$ cat src/hw/sqp_pkg.sv
// shared constants, field layouts and types of the socket queue register port
package sqp_pkg;

  // register byte offsets within one socket
  localparam logic [4:0] OFF_OB_SPARE  = 5'h00;
  localparam logic [4:0] OFF_OB_JOB    = 5'h04;
  localparam logic [4:0] OFF_IB_ARRIVE = 5'h08;
  localparam logic [4:0] OFF_IB_JOB    = 5'h0C;
  localparam logic [4:0] OFF_PLUGIN    = 5'h1C;

  // queue geometry
  localparam int          QUEUE_DEPTH   = 16;
  localparam int          PTR_W         = 4;
  localparam int          CNT_W         = 5;
  localparam logic [4:0]  SPARE_LOW_MARK = 5'h02;

  // descriptor field, byte offset into on-chip memory, low nibble always zero
  localparam int DESC_LSB   = 0;
  localparam int DESC_MSB   = 19;
  localparam int DESC_W     = 20;
  localparam int ALIGN_BITS = 4;
  localparam int EMPTY_BIT  = 0;

  // outbound instruction
  localparam int OB_LEN_LSB  = 20;
  localparam int OB_LEN_W    = 6;
  localparam int OB_TYPE_LSB = 26;
  localparam int OB_OP_LSB   = 30;
  localparam int OB_OP_W     = 2;

  // inbound arrival entry
  localparam int ARR_TYPE_LSB = 20;
  localparam int ARR_ERR_BIT  = 24;
  localparam int ARR_PAY_BIT  = 25;

  // inbound instruction
  localparam int IB_KEEP_BIT = 28;
  localparam int IB_OP_LSB   = 29;
  localparam int IB_OP_W     = 3;

  localparam int TYPE_W = 4;

  // plugin management flags
  localparam int ENABLED_BIT = 0;
  localparam int ONLINE_BIT  = 1;

  localparam logic [31:0] WORD_ZERO  = 32'h0000_0000;
  localparam logic [31:0] EMPTY_WORD = 32'h0000_0001;

  // interrupt source numbers
  localparam int IRQ_SPARE_LOW  = 0;
  localparam int IRQ_OBJOB_FULL = 1;
  localparam int IRQ_ARR_READY  = 2;
  localparam int IRQ_IBJOB_FULL = 3;

  typedef enum logic [2:0] {
    SQP_DISABLED = 3'b001,
    SQP_OFFLINE  = 3'b010,
    SQP_ONLINE   = 3'b100
  } sqp_state_t;

endpackage

$ cat src/hw/sqp_queue_if.sv
// signals between a queue store and the logic that fills and drains it
`timescale 1ns/1ps
`default_nettype none
interface sqp_queue_if;
  logic        push;
  logic [31:0] push_data;
  logic        pop;
  logic [31:0] head;
  logic        room;
  logic        avail;
  logic [4:0]  count;

  modport store (
    input  push,
    input  push_data,
    input  pop,
    output head,
    output room,
    output avail,
    output count
  );

  modport user (
    output push,
    output push_data,
    output pop,
    input  head,
    input  room,
    input  avail,
    input  count
  );
endinterface
`default_nettype wire

$ cat src/hw/sqp_plugin_mgr.sv
// plugin state keeper: disabled, offline, online with guarded transitions
`timescale 1ns/1ps
`default_nettype none
module sqp_plugin_mgr
  import sqp_pkg::*;
(
  input  wire logic       clk_sys_in,
  input  wire logic       rstn_in,
  input  wire logic       wr_in,
  input  wire logic [1:0] flags_in,
  output logic            enabled_out,
  output logic            online_out,
  output logic            marker_out
);

  sqp_state_t state;
  sqp_state_t next_state;

  wire req_en = flags_in[ENABLED_BIT];
  wire req_on = flags_in[ONLINE_BIT];

  // drop bad writes
  always_comb begin
    next_state = state;
    if (wr_in) begin
      case (state)
        SQP_DISABLED: begin
          if (req_en && !req_on) begin
            next_state = SQP_OFFLINE;
          end
        end
        SQP_OFFLINE: begin
          if (!req_en && !req_on) begin
            next_state = SQP_DISABLED;
          end else if (req_en && req_on) begin
            next_state = SQP_ONLINE;
          end
        end
        SQP_ONLINE: begin
          if (req_en && !req_on) begin
            next_state = SQP_OFFLINE;
          end
        end
        default: begin
          next_state = SQP_DISABLED;
        end
      endcase
    end
  end

  always_ff @(posedge clk_sys_in or negedge rstn_in) begin
    if (!rstn_in) begin
      state       <= SQP_DISABLED;
      enabled_out <= 1'b0;
      online_out  <= 1'b0;
      marker_out  <= 1'b0;
    end else begin
      state       <= next_state;
      // flag encoding
      enabled_out <= (next_state != SQP_DISABLED);
      online_out  <= (next_state == SQP_ONLINE);
      // marker on going from online to offline
      marker_out  <= (state == SQP_ONLINE) && (next_state == SQP_OFFLINE);
    end
  end

endmodule
`default_nettype wire

$ cat src/hw/sqp_queue.sv
// one 32-bit word queue with registered room, avail and count
`timescale 1ns/1ps
`default_nettype none
module sqp_queue
  import sqp_pkg::*;
(
  input  wire logic   clk_sys_in,
  input  wire logic   rstn_in,
  sqp_queue_if.store  q
);

  logic [31:0]      mem [QUEUE_DEPTH];
  logic [PTR_W-1:0] wr_ptr;
  logic [PTR_W-1:0] rd_ptr;
  logic [CNT_W-1:0] count;
  logic             room;
  logic             avail;

  wire              do_push    = q.push && room;
  wire              do_pop     = q.pop && avail;
  wire [CNT_W-1:0]  next_count = CNT_W'(count + {4'h0, do_push} - {4'h0, do_pop});

  assign q.head  = mem[rd_ptr];
  assign q.room  = room;
  assign q.avail = avail;
  assign q.count = count;

  // storage holds no reset; pointers, count, room and avail do
  always_ff @(posedge clk_sys_in) begin
    if (do_push) begin
      mem[wr_ptr] <= q.push_data;
    end
  end

  always_ff @(posedge clk_sys_in or negedge rstn_in) begin
    if (!rstn_in) begin
      wr_ptr <= '0;
      rd_ptr <= '0;
      count  <= '0;
      room   <= 1'b1;
      avail  <= 1'b0;
    end else begin
      wr_ptr <= PTR_W'(wr_ptr + {3'h0, do_push});
      rd_ptr <= PTR_W'(rd_ptr + {3'h0, do_pop});
      count  <= next_count;
      room   <= (next_count != CNT_W'(QUEUE_DEPTH));
      avail  <= (next_count != '0);
    end
  end

endmodule
`default_nettype wire

$ cat src/hw/sqp_socket_port.sv
// socket register port: four descriptor queues and plugin management
// Notes on behaviour
// spare read with entries pops one, returns it with bit 0 clear
// spare read when empty returns 1 only and pops nothing
// returned descriptor references are byte offsets, low four bits zero
// store to outbound job register pushes the word; register reads zero
// software supplies aligned, well-formed outbound descriptors
// software keeps header length in quadwords within plugin maximum
// opcode zero: length and frame type are ignored
// outbound frame type 0..15 forwarded to plugin
// outbound opcode 0..3 forwarded to outbound engine
// arrival read with entries pops one, returns it with bit 0 clear
// arrival read when empty returns 1 with all fields zero
// arrival entry carries header error flag, independent of payload
// arrival entry carries payload flag
// arrival entry carries plugin frame type 0..15
// store to inbound job register queues instruction, opcode 0..7
// inbound keep flag withholds descriptor from recycling
// management register read and write; upper bits reserved, read zero
// flags: 00 disabled, 01 offline, 11 online; online alone forbidden
// writes reaching bad state or transition dropped silently
// leaving online makes plugin emit inbound marker frame
// four interrupt levels: spare low, job full, arrival ready, job full
// field positions above alignment bits fixed in shared layout
`timescale 1ns/1ps
`default_nettype none
module sqp_socket_port
  import sqp_pkg::*;
(
  input  wire logic              clk_sys_in,
  input  wire logic              rstn_in,
  // processor load and store port
  input  wire logic [4:0]        bus_addr_in,
  input  wire logic              bus_rd_in,
  input  wire logic              bus_wr_in,
  input  wire logic [31:0]       bus_wdata_in,
  output logic      [31:0]       bus_rdata_out,
  output logic                   bus_rvalid_out,
  // spare descriptors from the outbound engine
  input  wire logic              spare_valid_in,
  input  wire logic [DESC_W-1:0] spare_desc_in,
  output logic                   spare_ready_out,
  // outbound instructions to the outbound engine
  output logic                   ob_job_valid_out,
  input  wire logic              ob_job_ready_in,
  output logic [DESC_W-1:0]      ob_job_desc_out,
  output logic [OB_LEN_W-1:0]    ob_job_length_out,
  output logic [TYPE_W-1:0]      ob_job_type_out,
  output logic [OB_OP_W-1:0]     ob_job_opcode_out,
  // received frames from the inbound engine
  input  wire logic              arr_valid_in,
  input  wire logic [DESC_W-1:0] arr_desc_in,
  input  wire logic [TYPE_W-1:0] arr_type_in,
  input  wire logic              arr_error_in,
  input  wire logic              arr_payload_in,
  output logic                   arr_ready_out,
  // inbound instructions to the inbound engine
  output logic                   ib_job_valid_out,
  input  wire logic              ib_job_ready_in,
  output logic [DESC_W-1:0]      ib_job_desc_out,
  output logic [IB_OP_W-1:0]     ib_job_opcode_out,
  output logic                   ib_job_keep_out,
  // plugin control
  output logic                   plugin_enabled_out,
  output logic                   plugin_online_out,
  output logic                   plugin_reset_out,
  output logic                   plugin_marker_out,
  // interrupt sources
  output logic [3:0]             irq_src_out
);

  ////////////////////////////////////////////////////////////////////////////
  // helpers

  // forces the alignment nibble of a descriptor reference to zero
  function automatic logic [DESC_W-1:0] align_desc(input logic [DESC_W-1:0] d);
    align_desc = {d[DESC_W-1:ALIGN_BITS], {ALIGN_BITS{1'b0}}};
  endfunction

  function automatic logic hit(input logic [4:0] a, input logic [4:0] off);
    hit = (a == off);
  endfunction

  ////////////////////////////////////////////////////////////////////////////
  // queues

  sqp_queue_if q_spare ();
  sqp_queue_if q_objob ();
  sqp_queue_if q_arr ();
  sqp_queue_if q_ibjob ();

  sqp_queue u_spare (
    .clk_sys_in (clk_sys_in),
    .rstn_in    (rstn_in),
    .q          (q_spare)
  );

  sqp_queue u_objob (
    .clk_sys_in (clk_sys_in),
    .rstn_in    (rstn_in),
    .q          (q_objob)
  );

  sqp_queue u_arr (
    .clk_sys_in (clk_sys_in),
    .rstn_in    (rstn_in),
    .q          (q_arr)
  );

  sqp_queue u_ibjob (
    .clk_sys_in (clk_sys_in),
    .rstn_in    (rstn_in),
    .q          (q_ibjob)
  );

  ////////////////////////////////////////////////////////////////////////////
  // address decode

  wire rd_spare  = bus_rd_in && hit(bus_addr_in, OFF_OB_SPARE);
  wire rd_arr    = bus_rd_in && hit(bus_addr_in, OFF_IB_ARRIVE);
  wire rd_plugin = bus_rd_in && hit(bus_addr_in, OFF_PLUGIN);
  wire wr_objob  = bus_wr_in && hit(bus_addr_in, OFF_OB_JOB);
  wire wr_ibjob  = bus_wr_in && hit(bus_addr_in, OFF_IB_JOB);
  wire wr_plugin = bus_wr_in && hit(bus_addr_in, OFF_PLUGIN);

  ////////////////////////////////////////////////////////////////////////////
  // fill sides driven by the engines and by processor job stores

  // aligned spare references
  assign q_spare.push      = spare_valid_in;
  assign q_spare.push_data = {12'h000, align_desc(spare_desc_in)};
  assign spare_ready_out   = q_spare.room;

  // error, payload and type packed per entry
  assign q_arr.push      = arr_valid_in;
  assign q_arr.push_data = {6'h00, arr_payload_in, arr_error_in, arr_type_in,
                            align_desc(arr_desc_in)};
  assign arr_ready_out   = q_arr.room;

  // outbound job store pushes word, full queue drops it
  assign q_objob.push      = wr_objob;
  assign q_objob.push_data = bus_wdata_in;

  // inbound job store queued
  assign q_ibjob.push      = wr_ibjob;
  assign q_ibjob.push_data = bus_wdata_in;

  ////////////////////////////////////////////////////////////////////////////
  // drain sides read by the processor

  // pop only when an entry is present
  assign q_spare.pop = rd_spare;
  // pop one arrival per read
  assign q_arr.pop   = rd_arr;

  logic [31:0] next_rdata;

  always_comb begin
    next_rdata = WORD_ZERO;
    if (rd_spare) begin
      // empty marker with zero descriptor
      next_rdata = q_spare.avail ? q_spare.head : EMPTY_WORD;
    end else if (rd_arr) begin
      // empty marker, all fields zero
      next_rdata = q_arr.avail ? q_arr.head : EMPTY_WORD;
    end else if (rd_plugin) begin
      // reserved bits read zero
      next_rdata = {30'h0000_0000, plugin_online_out, plugin_enabled_out};
    end
  end

  // write-only and unmapped offsets answer zero
  always_ff @(posedge clk_sys_in or negedge rstn_in) begin
    if (!rstn_in) begin
      bus_rdata_out  <= WORD_ZERO;
      bus_rvalid_out <= 1'b0;
    end else begin
      bus_rdata_out  <= next_rdata;
      bus_rvalid_out <= bus_rd_in;
    end
  end

  ////////////////////////////////////////////////////////////////////////////
  // outbound job output stage

  wire         ob_load = (!ob_job_valid_out || ob_job_ready_in) && q_objob.avail;
  // fixed field layout
  wire  [31:0] ob_word = q_objob.head;
  wire  [OB_OP_W-1:0] ob_op = ob_word[OB_OP_LSB +: OB_OP_W];
  // opcode zero masks length and type
  wire         ob_keep_fields = (ob_op != '0);

  assign q_objob.pop = ob_load;

  always_ff @(posedge clk_sys_in or negedge rstn_in) begin
    if (!rstn_in) begin
      ob_job_valid_out  <= 1'b0;
      ob_job_desc_out   <= '0;
      ob_job_length_out <= '0;
      ob_job_type_out   <= '0;
      ob_job_opcode_out <= '0;
    end else if (!ob_job_valid_out || ob_job_ready_in) begin
      ob_job_valid_out  <= q_objob.avail;
      if (q_objob.avail) begin
        ob_job_desc_out   <= ob_word[DESC_MSB:DESC_LSB];
        ob_job_length_out <= ob_keep_fields ? ob_word[OB_LEN_LSB +: OB_LEN_W] : '0;
        // frame type forwarded
        ob_job_type_out   <= ob_keep_fields ? ob_word[OB_TYPE_LSB +: TYPE_W] : '0;
        // opcode forwarded
        ob_job_opcode_out <= ob_op;
      end
    end
  end

  ////////////////////////////////////////////////////////////////////////////
  // inbound job output stage

  wire        ib_load = (!ib_job_valid_out || ib_job_ready_in) && q_ibjob.avail;
  wire [31:0] ib_word = q_ibjob.head;

  assign q_ibjob.pop = ib_load;

  always_ff @(posedge clk_sys_in or negedge rstn_in) begin
    if (!rstn_in) begin
      ib_job_valid_out  <= 1'b0;
      ib_job_desc_out   <= '0;
      ib_job_opcode_out <= '0;
      ib_job_keep_out   <= 1'b0;
    end else if (!ib_job_valid_out || ib_job_ready_in) begin
      ib_job_valid_out <= q_ibjob.avail;
      if (q_ibjob.avail) begin
        ib_job_desc_out   <= ib_word[DESC_MSB:DESC_LSB];
        // opcode to inbound engine
        ib_job_opcode_out <= ib_word[IB_OP_LSB +: IB_OP_W];
        // keep flag forwarded
        ib_job_keep_out   <= ib_word[IB_KEEP_BIT];
      end
    end
  end

  ////////////////////////////////////////////////////////////////////////////
  // plugin management

  logic mgr_enabled;
  logic mgr_online;
  logic mgr_marker;

  // management write, reserved bits ignored
  sqp_plugin_mgr u_mgr (
    .clk_sys_in  (clk_sys_in),
    .rstn_in     (rstn_in),
    .wr_in       (wr_plugin),
    .flags_in    (bus_wdata_in[1:0]),
    .enabled_out (mgr_enabled),
    .online_out  (mgr_online),
    .marker_out  (mgr_marker)
  );

  assign plugin_enabled_out = mgr_enabled;
  assign plugin_online_out  = mgr_online;
  assign plugin_marker_out  = mgr_marker;

  // reset is held one cycle later than the flag, harmless for a level
  always_ff @(posedge clk_sys_in or negedge rstn_in) begin
    if (!rstn_in) begin
      plugin_reset_out <= 1'b1;
    end else begin
      plugin_reset_out <= !mgr_enabled;
    end
  end

  ////////////////////////////////////////////////////////////////////////////
  // interrupt sources, levels registered one cycle behind the queue flags

  // four source levels
  always_ff @(posedge clk_sys_in or negedge rstn_in) begin
    if (!rstn_in) begin
      irq_src_out <= 4'h1;
    end else begin
      irq_src_out[IRQ_SPARE_LOW]  <= (q_spare.count <= SPARE_LOW_MARK);
      irq_src_out[IRQ_OBJOB_FULL] <= !q_objob.room;
      irq_src_out[IRQ_ARR_READY]  <= q_arr.avail;
      irq_src_out[IRQ_IBJOB_FULL] <= !q_ibjob.room;
    end
  end

endmodule
`default_nettype wire
$ cat config.mk
export PLATFORM = sky130hd
export DESIGN_NAME = sqp_socket_port
export DESIGN_NICKNAME = d
export VERILOG_FILES = /design/src/hw/sqp_pkg.sv /design/src/hw/sqp_queue_if.sv /design/src/hw/sqp_plugin_mgr.sv /design/src/hw/sqp_queue.sv /design/src/hw/sqp_socket_port.sv
export SDC_FILE = /design/constraint.sdc
export NUM_CORES = 1
export LEC_CHECK = 0
export BUFFER_PORTS_ARGS = -buffer_cell sky130_fd_sc_hd__buf_2
export CORE_ASPECT_RATIO = 0.6
export CORE_MARGIN = 2
export CORE_UTILIZATION = 45
export CTS_BUF_LIST = sky130_fd_sc_hd__clkbuf_4 sky130_fd_sc_hd__clkbuf_8
export CTS_CLUSTER_DIAMETER = 120
export DETAILED_ROUTE_END_ITERATION = 7
export SETUP_SLACK_MARGIN = 0.1
export SLEW_MARGIN = 20
export SYNTH_ARGS = -nofsm -noshare
export SYNTH_HDL_FRONTEND = slang
export SYNTH_SLANG_ARGS = --single-unit
export TNS_END_PERCENT = 20
$ cat constraint.sdc
create_clock -name clk_sys_in -period 10.75 [get_ports clk_sys_in]
set_clock_uncertainty 0.15 [all_clocks]
set_input_delay 0.5375 -clock clk_sys_in [delete_from_list [all_inputs] [get_ports clk_sys_in]]
set_output_delay 0.5375 -clock clk_sys_in [all_outputs]
set_load 0.01 [all_outputs]
## Word-level counts from Yosys, hierarchy flattened

Memory sizes are Yosys's and may differ from the RTL's. A register that Yosys moved wholly into a read port is not among the register bits.
Cells that the tools add are included.

- Add/subtract/negate cells: 16
- $lt $le $gt $ge: 1
- Equal/unequal tests: 14
- Mux-type cells: 20
- Reductions and logical operators: 39

Operators by type and width:

| cell | count |
|---|---|
| 32-bit 2-to-1 mux | 4 |
| 4-bit by 1-bit adder with 4-bit output | 8 |
| 5-bit by 1-bit adder with 5-bit output | 4 |
| 1-bit logical AND | 20 |
| 5-bit inequality test (second input constant) | 4 |
| 5-bit nonzero test | 4 |
| 5-bit by 1-bit subtractor with 5-bit output | 4 |
| 3-bit 2-to-1 mux | 4 |
| 5-bit by 4-bit equality test with 1-bit output (second input constant) | 2 |
| 1-bit logical NOT | 8 |
| 1-bit 2-to-1 mux | 8 |
| 3-bit by 2-bit equality test with 1-bit output (second input constant) | 2 |
| 3-bit equality test (second input constant) | 2 |
| 6-bit 2-to-1 mux | 1 |
| 3-bit case mux with 2 select lines | 1 |
| 5-bit by 3-bit equality test with 1-bit output (second input constant) | 1 |
| 5-bit equality test (second input constant) | 1 |
| 5-bit by 2-bit less-or-equal comparator with 1-bit output (second input constant) | 1 |
| 5-bit logical NOT | 1 |
| 4-bit 2-to-1 mux | 1 |
| 2-bit AND reduction | 2 |
| 3-bit by 1-bit equality test with 1-bit output (second input constant) | 1 |
| 3-bit by 1-bit inequality test with 1-bit output (second input constant) | 1 |
| 1-bit logical OR | 2 |
| other kinds (3) | 3 |

- Bits in registers: 138
- Bits in writable memories: 1632
- Input port bits: 91
- Output and inout port bits: 101
- Word-level logic and storage cells: 128
- Memories: 4

Memories:

| name | words | width | rd ports | clocked after Yosys merged registers in | wr ports | RTL line | source |
|---|---|---|---|---|---|---|---|
| u_ibjob.mem | 16 | 32 | 1 | 1 | 1 | sqp_queue.sv:12 | `logic [31:0] mem [QUEUE_DEPTH];` |
| u_objob.mem | 16 | 32 | 1 | 0 | 1 | sqp_queue.sv:12 |  |
| u_arr.mem | 16 | 22 | 1 | 0 | 1 | sqp_queue.sv:12 |  |
| u_spare.mem | 16 | 16 | 1 | 0 | 1 | sqp_queue.sv:12 |  |

## Logic depth before layout (Yosys ltp)

Gate-level depths: netlist of the first run.

- Depth after elaboration: 7
- Mapped depth: 15

## By module

A second synthesis of the first run with hierarchy kept.

- Cell total of the unflattened synthesis: 4267
- Area total of the unflattened synthesis: 85492.0 um^2

Modules (own cells, without submodules):

| module | instances | cells an instance | area each (um^2) | sequential area each (um^2) |
|---|---|---|---|---|
| sqp_queue | 4 | 997 | 20362.0 | 15751.4 |
| sqp_socket_port | 1 | 242 | 3694.8 | 2404.8 |
| sqp_plugin_mgr | 1 | 37 | 349.1 | 151.4 |

## Worst setup path after synthesis of the first run

OpenSTA, ideal clock, no wires.

- Path type: input -> register
- Start: input port bus_addr_in[1]
- End: memory u_objob.mem[0][0] (enable)
- Library setup time: 0.461 ns
- Data arrival time: 3.841 ns
- Required time: 10.139 ns
- Path slack: 6.298 ns
- Stages: 5
- Cell sequence: nor2_1 > nand2_1 > nor4b_2 > or3b_2 > nor3_1

- Cells in the longest elaborated chain, start to end: 5

Ends and longest elaborated chain:

| element | RTL line | source |
|---|---|---|
| from (decl) | sqp_socket_port.sv:33 | `input wire logic [4:0] bus_addr_in,` |
| 5-bit by 3-bit equality test with 1-bit output | sqp_socket_port.sv:81 | `hit = (a == off);` |
| 1-bit logical AND | sqp_socket_port.sv:122 | `wire wr_objob = bus_wr_in && hit(bus_addr_in, OFF_OB_JOB);` |
| 1-bit logical AND | sqp_queue.sv:19 | `wire do_push = q.push && room;` |
| 1-bit 2-to-1 mux | sqp_queue.sv:30 | `if (do_push) begin` |
| 1-bit 2-to-1 mux (implied by the code) | sqp_queue.sv:31 | `mem[wr_ptr] <= q.push_data;` |
| to (decl) | sqp_queue.sv:12 |  |

Every way passes these cells.

## Worst setup path after layout of the first run

- Start: input port bus_addr_in[4]
- End: register u_arr.avail (netlist: u_arr.q.avail)

- Cells in the longest elaborated chain, start to end: 5

Ends and longest elaborated chain:

| element | RTL line | source |
|---|---|---|
| 5-bit by 4-bit equality test with 1-bit output | sqp_socket_port.sv:81 |  |
| 1-bit logical AND | sqp_socket_port.sv:120 | `wire rd_arr = bus_rd_in && hit(bus_addr_in, OFF_IB_ARRIVE);` |
| 1-bit logical AND | sqp_queue.sv:20 | `wire do_pop = q.pop && avail;` |
| 5-bit by 1-bit subtractor with 5-bit output | sqp_queue.sv:21 | `wire [CNT_W-1:0] next_count = CNT_W'(count + {4'h0, do_push} - {4'h0, do_pop});` |
| named net u_arr.next_count[1] | sqp_queue.sv:21 |  |
| 5-bit nonzero test | sqp_queue.sv:47 | `avail <= (next_count != '0);` |
| to (signal assigned) | sqp_queue.sv:47 |  |
| to (decl) | sqp_queue.sv:17 | `logic avail;` |

The timed path passes the listed nets, and every way through them passes these cells.
A chain may end at the register's enable or synchronous reset.

==> results of run 1 <==
-- area by class of cell --
cell class                      instances  area share
Inverter                               38     0.00198
Antenna cell                            6    0.000208
Clock buffer                          354      0.0583
Clock inverter                         72     0.00651
Multi-Input combinational cell        899       0.187
Sequential cell                      1658       0.680
Timing Repair Buffer                  347      0.0336
Tap cell                             1836      0.0319
-- per-layer routing --
layer  up-vias  GRT usage  share of wire
li1      12300          -              -
met1     16100      0.310           0.45
met2      1220      0.287           0.44
met3       215     0.0519          0.084
met4         2     0.0577          0.018
met5         -          0        0.00011
-- sequential cells by signal, summed over array words and instances, names as in the netlist, 5 cells and up --
signal             cells
ob_job_length_out      6
u_ibjob.q.count        5
u_spare.q.count        5
u_objob.q.count        5
u_arr.mem            352
u_spare.mem          256
ob_job_desc_out       20
u_arr.q.count          5
u_objob.mem          512
u_ibjob.mem          384
bus_rdata_out         24
ib_job_desc_out       20
-- Yosys cell counts, types with 2 or more instances --
| cell | instances | area [sq um] |
|---|---|---|
| sky130_fd_sc_hd__a21oi_1 | 11 | 55.1 |
| sky130_fd_sc_hd__or3b_2 | 4 | 35.0 |
| sky130_fd_sc_hd__o21ai_0 | 21 | 105 |
| sky130_fd_sc_hd__xnor2_1 | 22 | 193 |
| sky130_fd_sc_hd__a22oi_1 | 2 | 15.0 |
| sky130_fd_sc_hd__buf_12 | 4 | 80.1 |
| sky130_fd_sc_hd__and3_1 | 3 | 18.8 |
| sky130_fd_sc_hd__buf_2 | 40 | 200 |
| sky130_fd_sc_hd__nor2b_1 | 13 | 81.3 |
| sky130_fd_sc_hd__mux2_2 | 24 | 270 |
| sky130_fd_sc_hd__dfstp_2 | 7 | 184 |
| sky130_fd_sc_hd__nand3_1 | 19 | 95.1 |
| sky130_fd_sc_hd__clkinv_1 | 2 | 7.51 |
| sky130_fd_sc_hd__nor4_1 | 5 | 31.3 |
| sky130_fd_sc_hd__buf_1 | 24 | 90.1 |
| sky130_fd_sc_hd__nand2b_1 | 18 | 113 |
| sky130_fd_sc_hd__o21bai_1 | 3 | 22.5 |
| sky130_fd_sc_hd__buf_4 | 11 | 82.6 |
| sky130_fd_sc_hd__inv_1 | 36 | 135 |
| sky130_fd_sc_hd__edfxtp_1 | 1504 | 45200 |
| sky130_fd_sc_hd__a41oi_1 | 2 | 17.5 |
| sky130_fd_sc_hd__a32o_1 | 3 | 30.0 |
| sky130_fd_sc_hd__buf_6 | 4 | 45.0 |
| sky130_fd_sc_hd__and2_1 | 4 | 25.0 |
| sky130_fd_sc_hd__nand2_1 | 92 | 345 |
| sky130_fd_sc_hd__mux4_2 | 458 | 10300 |
| sky130_fd_sc_hd__ha_1 | 39 | 488 |
| sky130_fd_sc_hd__fa_1 | 4 | 80.1 |
| sky130_fd_sc_hd__xor2_1 | 10 | 87.6 |
| sky130_fd_sc_hd__clkbuf_1 | 57 | 214 |
| sky130_fd_sc_hd__nor2_1 | 59 | 221 |
| sky130_fd_sc_hd__nand3b_1 | 9 | 67.6 |
| sky130_fd_sc_hd__a21o_1 | 6 | 45.0 |
| sky130_fd_sc_hd__nor3_1 | 18 | 90.1 |
| sky130_fd_sc_hd__a22o_1 | 34 | 298 |
| sky130_fd_sc_hd__dfrtp_1 | 147 | 3680 |
-- path summary, 6_finish.rpt --
path	from	slack (ns)	to
max in group asynchronous	rstn_in	8.17	u_spare.rd_ptr[1]$_DFF_PN0_
min reg2reg	u_arr.q.avail$_DFF_PN0_	0.24	irq_src_out[2]$_DFF_PN0_
max	bus_addr_in[4]	6.90	u_arr.q.avail$_DFF_PN0_
max reg2reg	u_objob.rd_ptr[0]$_DFF_PN0_	6.95	ob_job_desc_out[11]$_DFFE_PN0P_
min	bus_addr_in[0]	0.09	u_objob.wr_ptr[0]$_DFF_PN0_
min in group asynchronous	rstn_in	0.55	u_arr.q.room$_DFF_PN1_
-- cell usage in the layout, fill, tap and decap left out, types with 36 or more instances in the layout --
cell type	n
sky130_fd_sc_hd__dfrtp_1	135
sky130_fd_sc_hd__buf_4	85
sky130_fd_sc_hd__nand2_1	91
sky130_fd_sc_hd__clkbuf_8	248
sky130_fd_sc_hd__inv_1	36
sky130_fd_sc_hd__clkbuf_4	107
sky130_fd_sc_hd__clkinv_1	41
sky130_fd_sc_hd__dlygate4sd3_1	83
sky130_fd_sc_hd__buf_2	174
sky130_fd_sc_hd__ha_1	39
sky130_fd_sc_hd__mux4_2	458
sky130_fd_sc_hd__edfxtp_1	1504
-- logic make-up (layout without fill, tap and decap cells) --
group / count (synthesis) / in the layout / share of synthesized area
flops: 1658 / 1658 / 0.777
mux: 482 / 482 / 0.168
simple gates: 248 / 248 / 0.0185
buf+inv: 178 / 811 / 0.0135
compound gates: 86 / 86 / 0.00987
fa+ha+maj: 43 / 43 / 0.00900
xor+xnor: 32 / 32 / 0.00444
other cells: 1 / 14 / 0.0000594
-- worst min-delay path: cells and delay by family --
kind                     cells  cell delay (ns)
AND/OR/NAND/NOR              3             0.22
buffers and inverters        1             0.09
adder cells (fa/ha/maj)      1             0.29
-- through the flow --
stage	setup WS, ns	cells	area [sq um]	power (W)
CTS	6.80	5203	72100	0.0174
global route	6.64	5207	72100	0.0180
detailed placement	6.44	4693	66500	0.0124
finish	6.90	5210	72100	0.0172
floorplan	6.30	2735	63100	0.0111
global placement	6.47	4693	66500	0.0123
-- power groups by stage --
stage / sequential (W) / clock [W] / combinational [W]
2_1_floorplan: 0.00786 / 0 / 0.00320
3_3_place_gp: 0.00818 / 0 / 0.00412
3_5_place_dp: 0.00821 / 0 / 0.00423
4_1_cts: 0.00808 / 0.00504 / 0.00427
5_1_grt: 0.00811 / 0.00532 / 0.00455
6_report: 0.00804 / 0.00491 / 0.00424
==> run metrics, run 1 <==
Startpoint Class=input port; Mapped Cells=2728; antenna violations before repair=11; proportion of power drawn by flip-flops and latches=0.468; number of cells on the worst reg-to-reg path=6; antenna violation net count after detailed routing=0; classification of the worst setup path=in2reg; number of placement rows=106; summed negative setup slack over all endpoints=0 ns; total of hold buffers inserted after clock tree synthesis=84; relative slew slack=0.286; worst-case clock buffer depth=3; Max Fanout on Critical Path=19; sequential share of the synthesized area=0.777; clock transition time at the flip-flop clock pins of the worst setup and hold paths=0.06 ns; iteration count of the initial detailed-routing pass=5; worst min-delay path class=in2reg; core area=139000 sq um; number of buffers added on ports=175; static leakage=23.8 nW; Hold Crit Depth=5; Post-layout nets=3306; Syn Area/Cell=23.1 sq um; share of async-settable or async-resettable flops after synthesis=0.0929; Starting Density=0.453; flip-flop and latch count after synthesis=1658; internal power contribution=0.0122 W; most used flip-flop cell after synthesis=sky130_fd_sc_hd__edfxtp_1; post-synth design cell area=63100 sq um; final HPWL from detailed placement=81000 um; Power Density=238 nW/um^2; post-CTS setup repair buffer count=0; number of buffers and inverters on the critical path=6; number of placed I/O pins=192; Root Driver=sky130_fd_sc_hd__clkbuf_8; critical path's most frequent cell=sky130_fd_sc_hd__inv_1; CTS Sinks=1658; drt initial violations=3718; vias per cell=5.73; number of warning messages in the yosys log=0; Sw Share=0.289; H-tree levels=4; unrepaired setup endpoints after global routing=no; Largest delay share family, worst path=buffers and inverters; number of enable flip-flop cells after synthesis=1504; routed via count=29900; Die Wd=487 um; arrival time at the worst endpoint=4.54 ns; full die area=143000 sq um; average wire per cell in the routed design=27.7 um; switching power summed over all nets=0.00497 W; Distinct cells, synth=45; combinational group share of total power=0.246; area added between synthesis and finish=14.3%; global-route wire length before repair=208000 um; GR Util All Layers=0.202; flip-flop and latch area=49100 sq um; Final Hold Slack=0.0889 ns; number of logic stages on the critical path including buffering=14; clock period minus final worst setup slack=3.85 ns; clock share of power=0.286; die height=294 um; Tightest Pin Transition=1.07 ns; slowest stage cell, crit path=sky130_fd_sc_hd__clkinv_1; total of cells resized after clock tree synthesis=0; TritonCTS Buffers=228; GRT overflow=0; clock latency of the later-clocked register in the worst-skew pair=0.97 ns; final-report setup violation count=0; Peak VDD IR=148 uV; result of the run=finished clean; cell-by-cell trace of the critical path=dlygate4sd3_1, buf_2, nor2_1, and3_1, nand3_1, clkinv_1, ha_1, inv_1, ha_1, inv_1, fa_1, inv_1, nor4_1, nand2b_1; final weighted congestion of routability-driven global placement=0.797; maximum clock frequency=260 MHz; fraction of final layout cells with drive strength greater than 1=0.360; number of fill cells=10700; max_cap viols=0; endpoint class of the critical path=register; Post-Route WL=144000 um; Worst path max stage delay=0.78 ns; hold violation count in the final report=0; area taken by multi-input logic gates=13500 sq um; final worst-path cycle share=0.358; largest net degree at the start of global routing=76; clock tree from TritonCTS=built; final core utilization=0.518; worst path required time=11.44 ns; number of pins exceeding their max-slew limit in the final report=0; via count of the first global-routing pass=30900; DRC=0
No activity file was read; power rests on OpenSTA's default activity.
==> run 2, diff against run 1 <==
Clock period 10.75 ns to 3.8 ns, I/O delays scaled along.
==> run metrics, run 2 (synthesis results as in run 1) <==
clock tree from TritonCTS=built; area taken by multi-input logic gates=13500 sq um; number of buffers added on ports=175; drt initial violations=3526; H-tree levels=4; vias per cell=5.72; number of placed I/O pins=192; number of cells on the worst reg-to-reg path=14; number of placement rows=106; relative slew slack=0.238; final weighted congestion of routability-driven global placement=0.790; Setup WS post-layout=0.117 ns; clock transition time at the flip-flop clock pins of the worst setup and hold paths=0.07 ns; commonest cells after routing, fill and taps aside=1504 x sky130_fd_sc_hd__edfxtp_1, 458 x sky130_fd_sc_hd__mux4_2, 257 x sky130_fd_sc_hd__clkbuf_8; average wire per cell in the routed design=27.9 um; Power Density=674 nW/um^2; destination of the worst hold path=u_ibjob.mem[4][14]$_DFFE_PP_; antenna violations before repair=4; final worst-path cycle share=0.969; GR Util All Layers=0.209; flip-flop and latch area=49100 sq um; final HPWL from detailed placement=85000 um; Die Wd=487 um; clock latency of the later-clocked register in the worst-skew pair=0.95 ns; Worst path max stage delay=0.59 ns; Startpoint Class=input port; worst reg2reg startpoint=u_arr.q.avail$_DFF_PN0_; clock period minus final worst setup slack=3.68 ns; area added between synthesis and finish=16.5%; Tightest Pin Transition=1.14 ns; worst path required time=4.49 ns; TritonCTS Buffers=234; core area=139000 sq um; global-route wire length before repair=216000 um; worst slack, placed=0.765 ns; worst-case clock buffer depth=3; startpoint of the tightest hold check path=bus_wdata_in[14]; max_cap viols=0; worst min-delay path class=in2reg; full die area=143000 sq um; number of pins exceeding their max-slew limit in the final report=0; fraction of final layout cells with drive strength greater than 1=0.362; Peak VDD IR=408 uV; Max Fanout on Critical Path=7; via count of the first global-routing pass=31900; largest net degree at the start of global routing=77; CTS Sinks=1658; arrival time at the worst endpoint=4.37 ns; result of the run=finished clean; slowest stage cell, crit path=sky130_fd_sc_hd__dlygate4sd3_1; Register-to-Register Setup Slack=0.49 ns; Root Driver=sky130_fd_sc_hd__clkbuf_8; most common cell after layout, fill and taps aside=sky130_fd_sc_hd__edfxtp_1; Reg-to-Reg End=u_arr.q.room$_DFF_PN1_; Post-layout nets=3412; classification of the worst setup path=in2reg; Hold Crit Depth=2; routed via count=30400; final-report setup violation count=0; Starting Density=0.453; DRC=0; Largest register FFs=512; Biggest register=u_objob.mem; iteration count of the initial detailed-routing pass=8; Top Registers=u_objob.mem (512), u_ibjob.mem (384), u_arr.mem (352); Post-Route WL=149000 um; static leakage=24.4 nW; Final Hold Slack=0.149 ns; number of fill cells=10700; maximum clock frequency=272 MHz; cell-by-cell trace of the critical path=dlygate4sd3_1, buf_2, nor2_1, dlygate4sd3_1, and3_4, nand3_1, dlygate4sd3_1, buf_4, clkinv_1, ha_1, inv_1, ha_1, inv_1, fa_1, inv_1, a21o_1, a21oi_1, xnor2_1, nand2_1; endpoint class of the critical path=register; die height=294 um; hold violation count in the final report=0; antenna violation net count after detailed routing=0; GRT overflow=0
run 2: cell types whose count changed in the layout (fill, tap and decap cells not counted), sizes merged, moves of 4 or more:
cell and change:
dlygate4sd3 +61, buf +39, clkinv +6, clkbuf -5, bufinv +4, clkinvlp +4
run 2: how the worst max path moves through the flow:
stage	from	to	slack, ns	depth (start not counted)
final	bus_addr_in[1]	u_arr.q.room$_DFF_PN1_	0.12	19
after global routing	bus_addr_in[1]	u_arr.q.room$_DFF_PN1_	-0.05	19
after CTS	bus_addr_in[1]	u_arr.q.avail$_DFF_PN0_	0.29	17
after detailed placement	bus_addr_in[4]	u_spare.q.avail$_DFF_PN0_	0.76	13
after global placement	bus_addr_in[1]	u_arr.q.avail$_DFF_PN0_	0.81	14
after floorplan	u_objob.q.room$_DFF_PN1_	u_objob.mem[1][0]$_DFFE_PP_	-0.21	4
run 2: critical path, delay by kind of cell:
family,cells,cell delay (ns)
and+or+nand+nor,4,0.58
buffers and inverters,9,2.27
xor gates and xnor gates,1,0.33
adders and majority gates,3,0.83
AOI/OAI and AO/OA,2,0.19
run 2: area by class of cell:
class,instances,share of cell area
antenna,4,0.000136
clock buffer,349,0.0574
clock inverter,86,0.00857
inverter,38,0.00194
multi-input combinational,899,0.184
sequential,1658,0.667
tap,1836,0.0312
timing repair buffer,447,0.0501
run 2: power breakdown:
group	internal, W	switching (W)	total (W)
clock	0.00754	0.00679	0.0143
sequential	0.0213	0.00128	0.0226
combinational	0.00639	0.00623	0.0126
run 2: routing by layer:
metal,share of wire,track usage
met1,0.45,0.327
met2,0.44,0.294
met3,0.090,0.0509
met4,0.019,0.0564
met5,0,0
run 2: repair_timing:
item / CTS / global route
endpoints found under the hold margin: 1780 / 0
hold buffers: 145 / 0
endpoints found under the setup margin: 0 / 2
gates resized for setup: 0 / 3
buffers inserted: 0 / 1
run 2: per-stage QoR:
stage               instance area (sq um)  utilization  setup TNS (ns)  cells  power [W]
finish                              73500        0.528               0   5317     0.0496
global placement                    67200        0.482               0   4732     0.0352
floorplan                           63100            -          -19.49   2735     0.0313
global route                        73500        0.528         -0.0986   5316     0.0518
CTS                                 73500        0.528               0   5312     0.0501
detailed placement                  67200        0.483               0   4732     0.0356
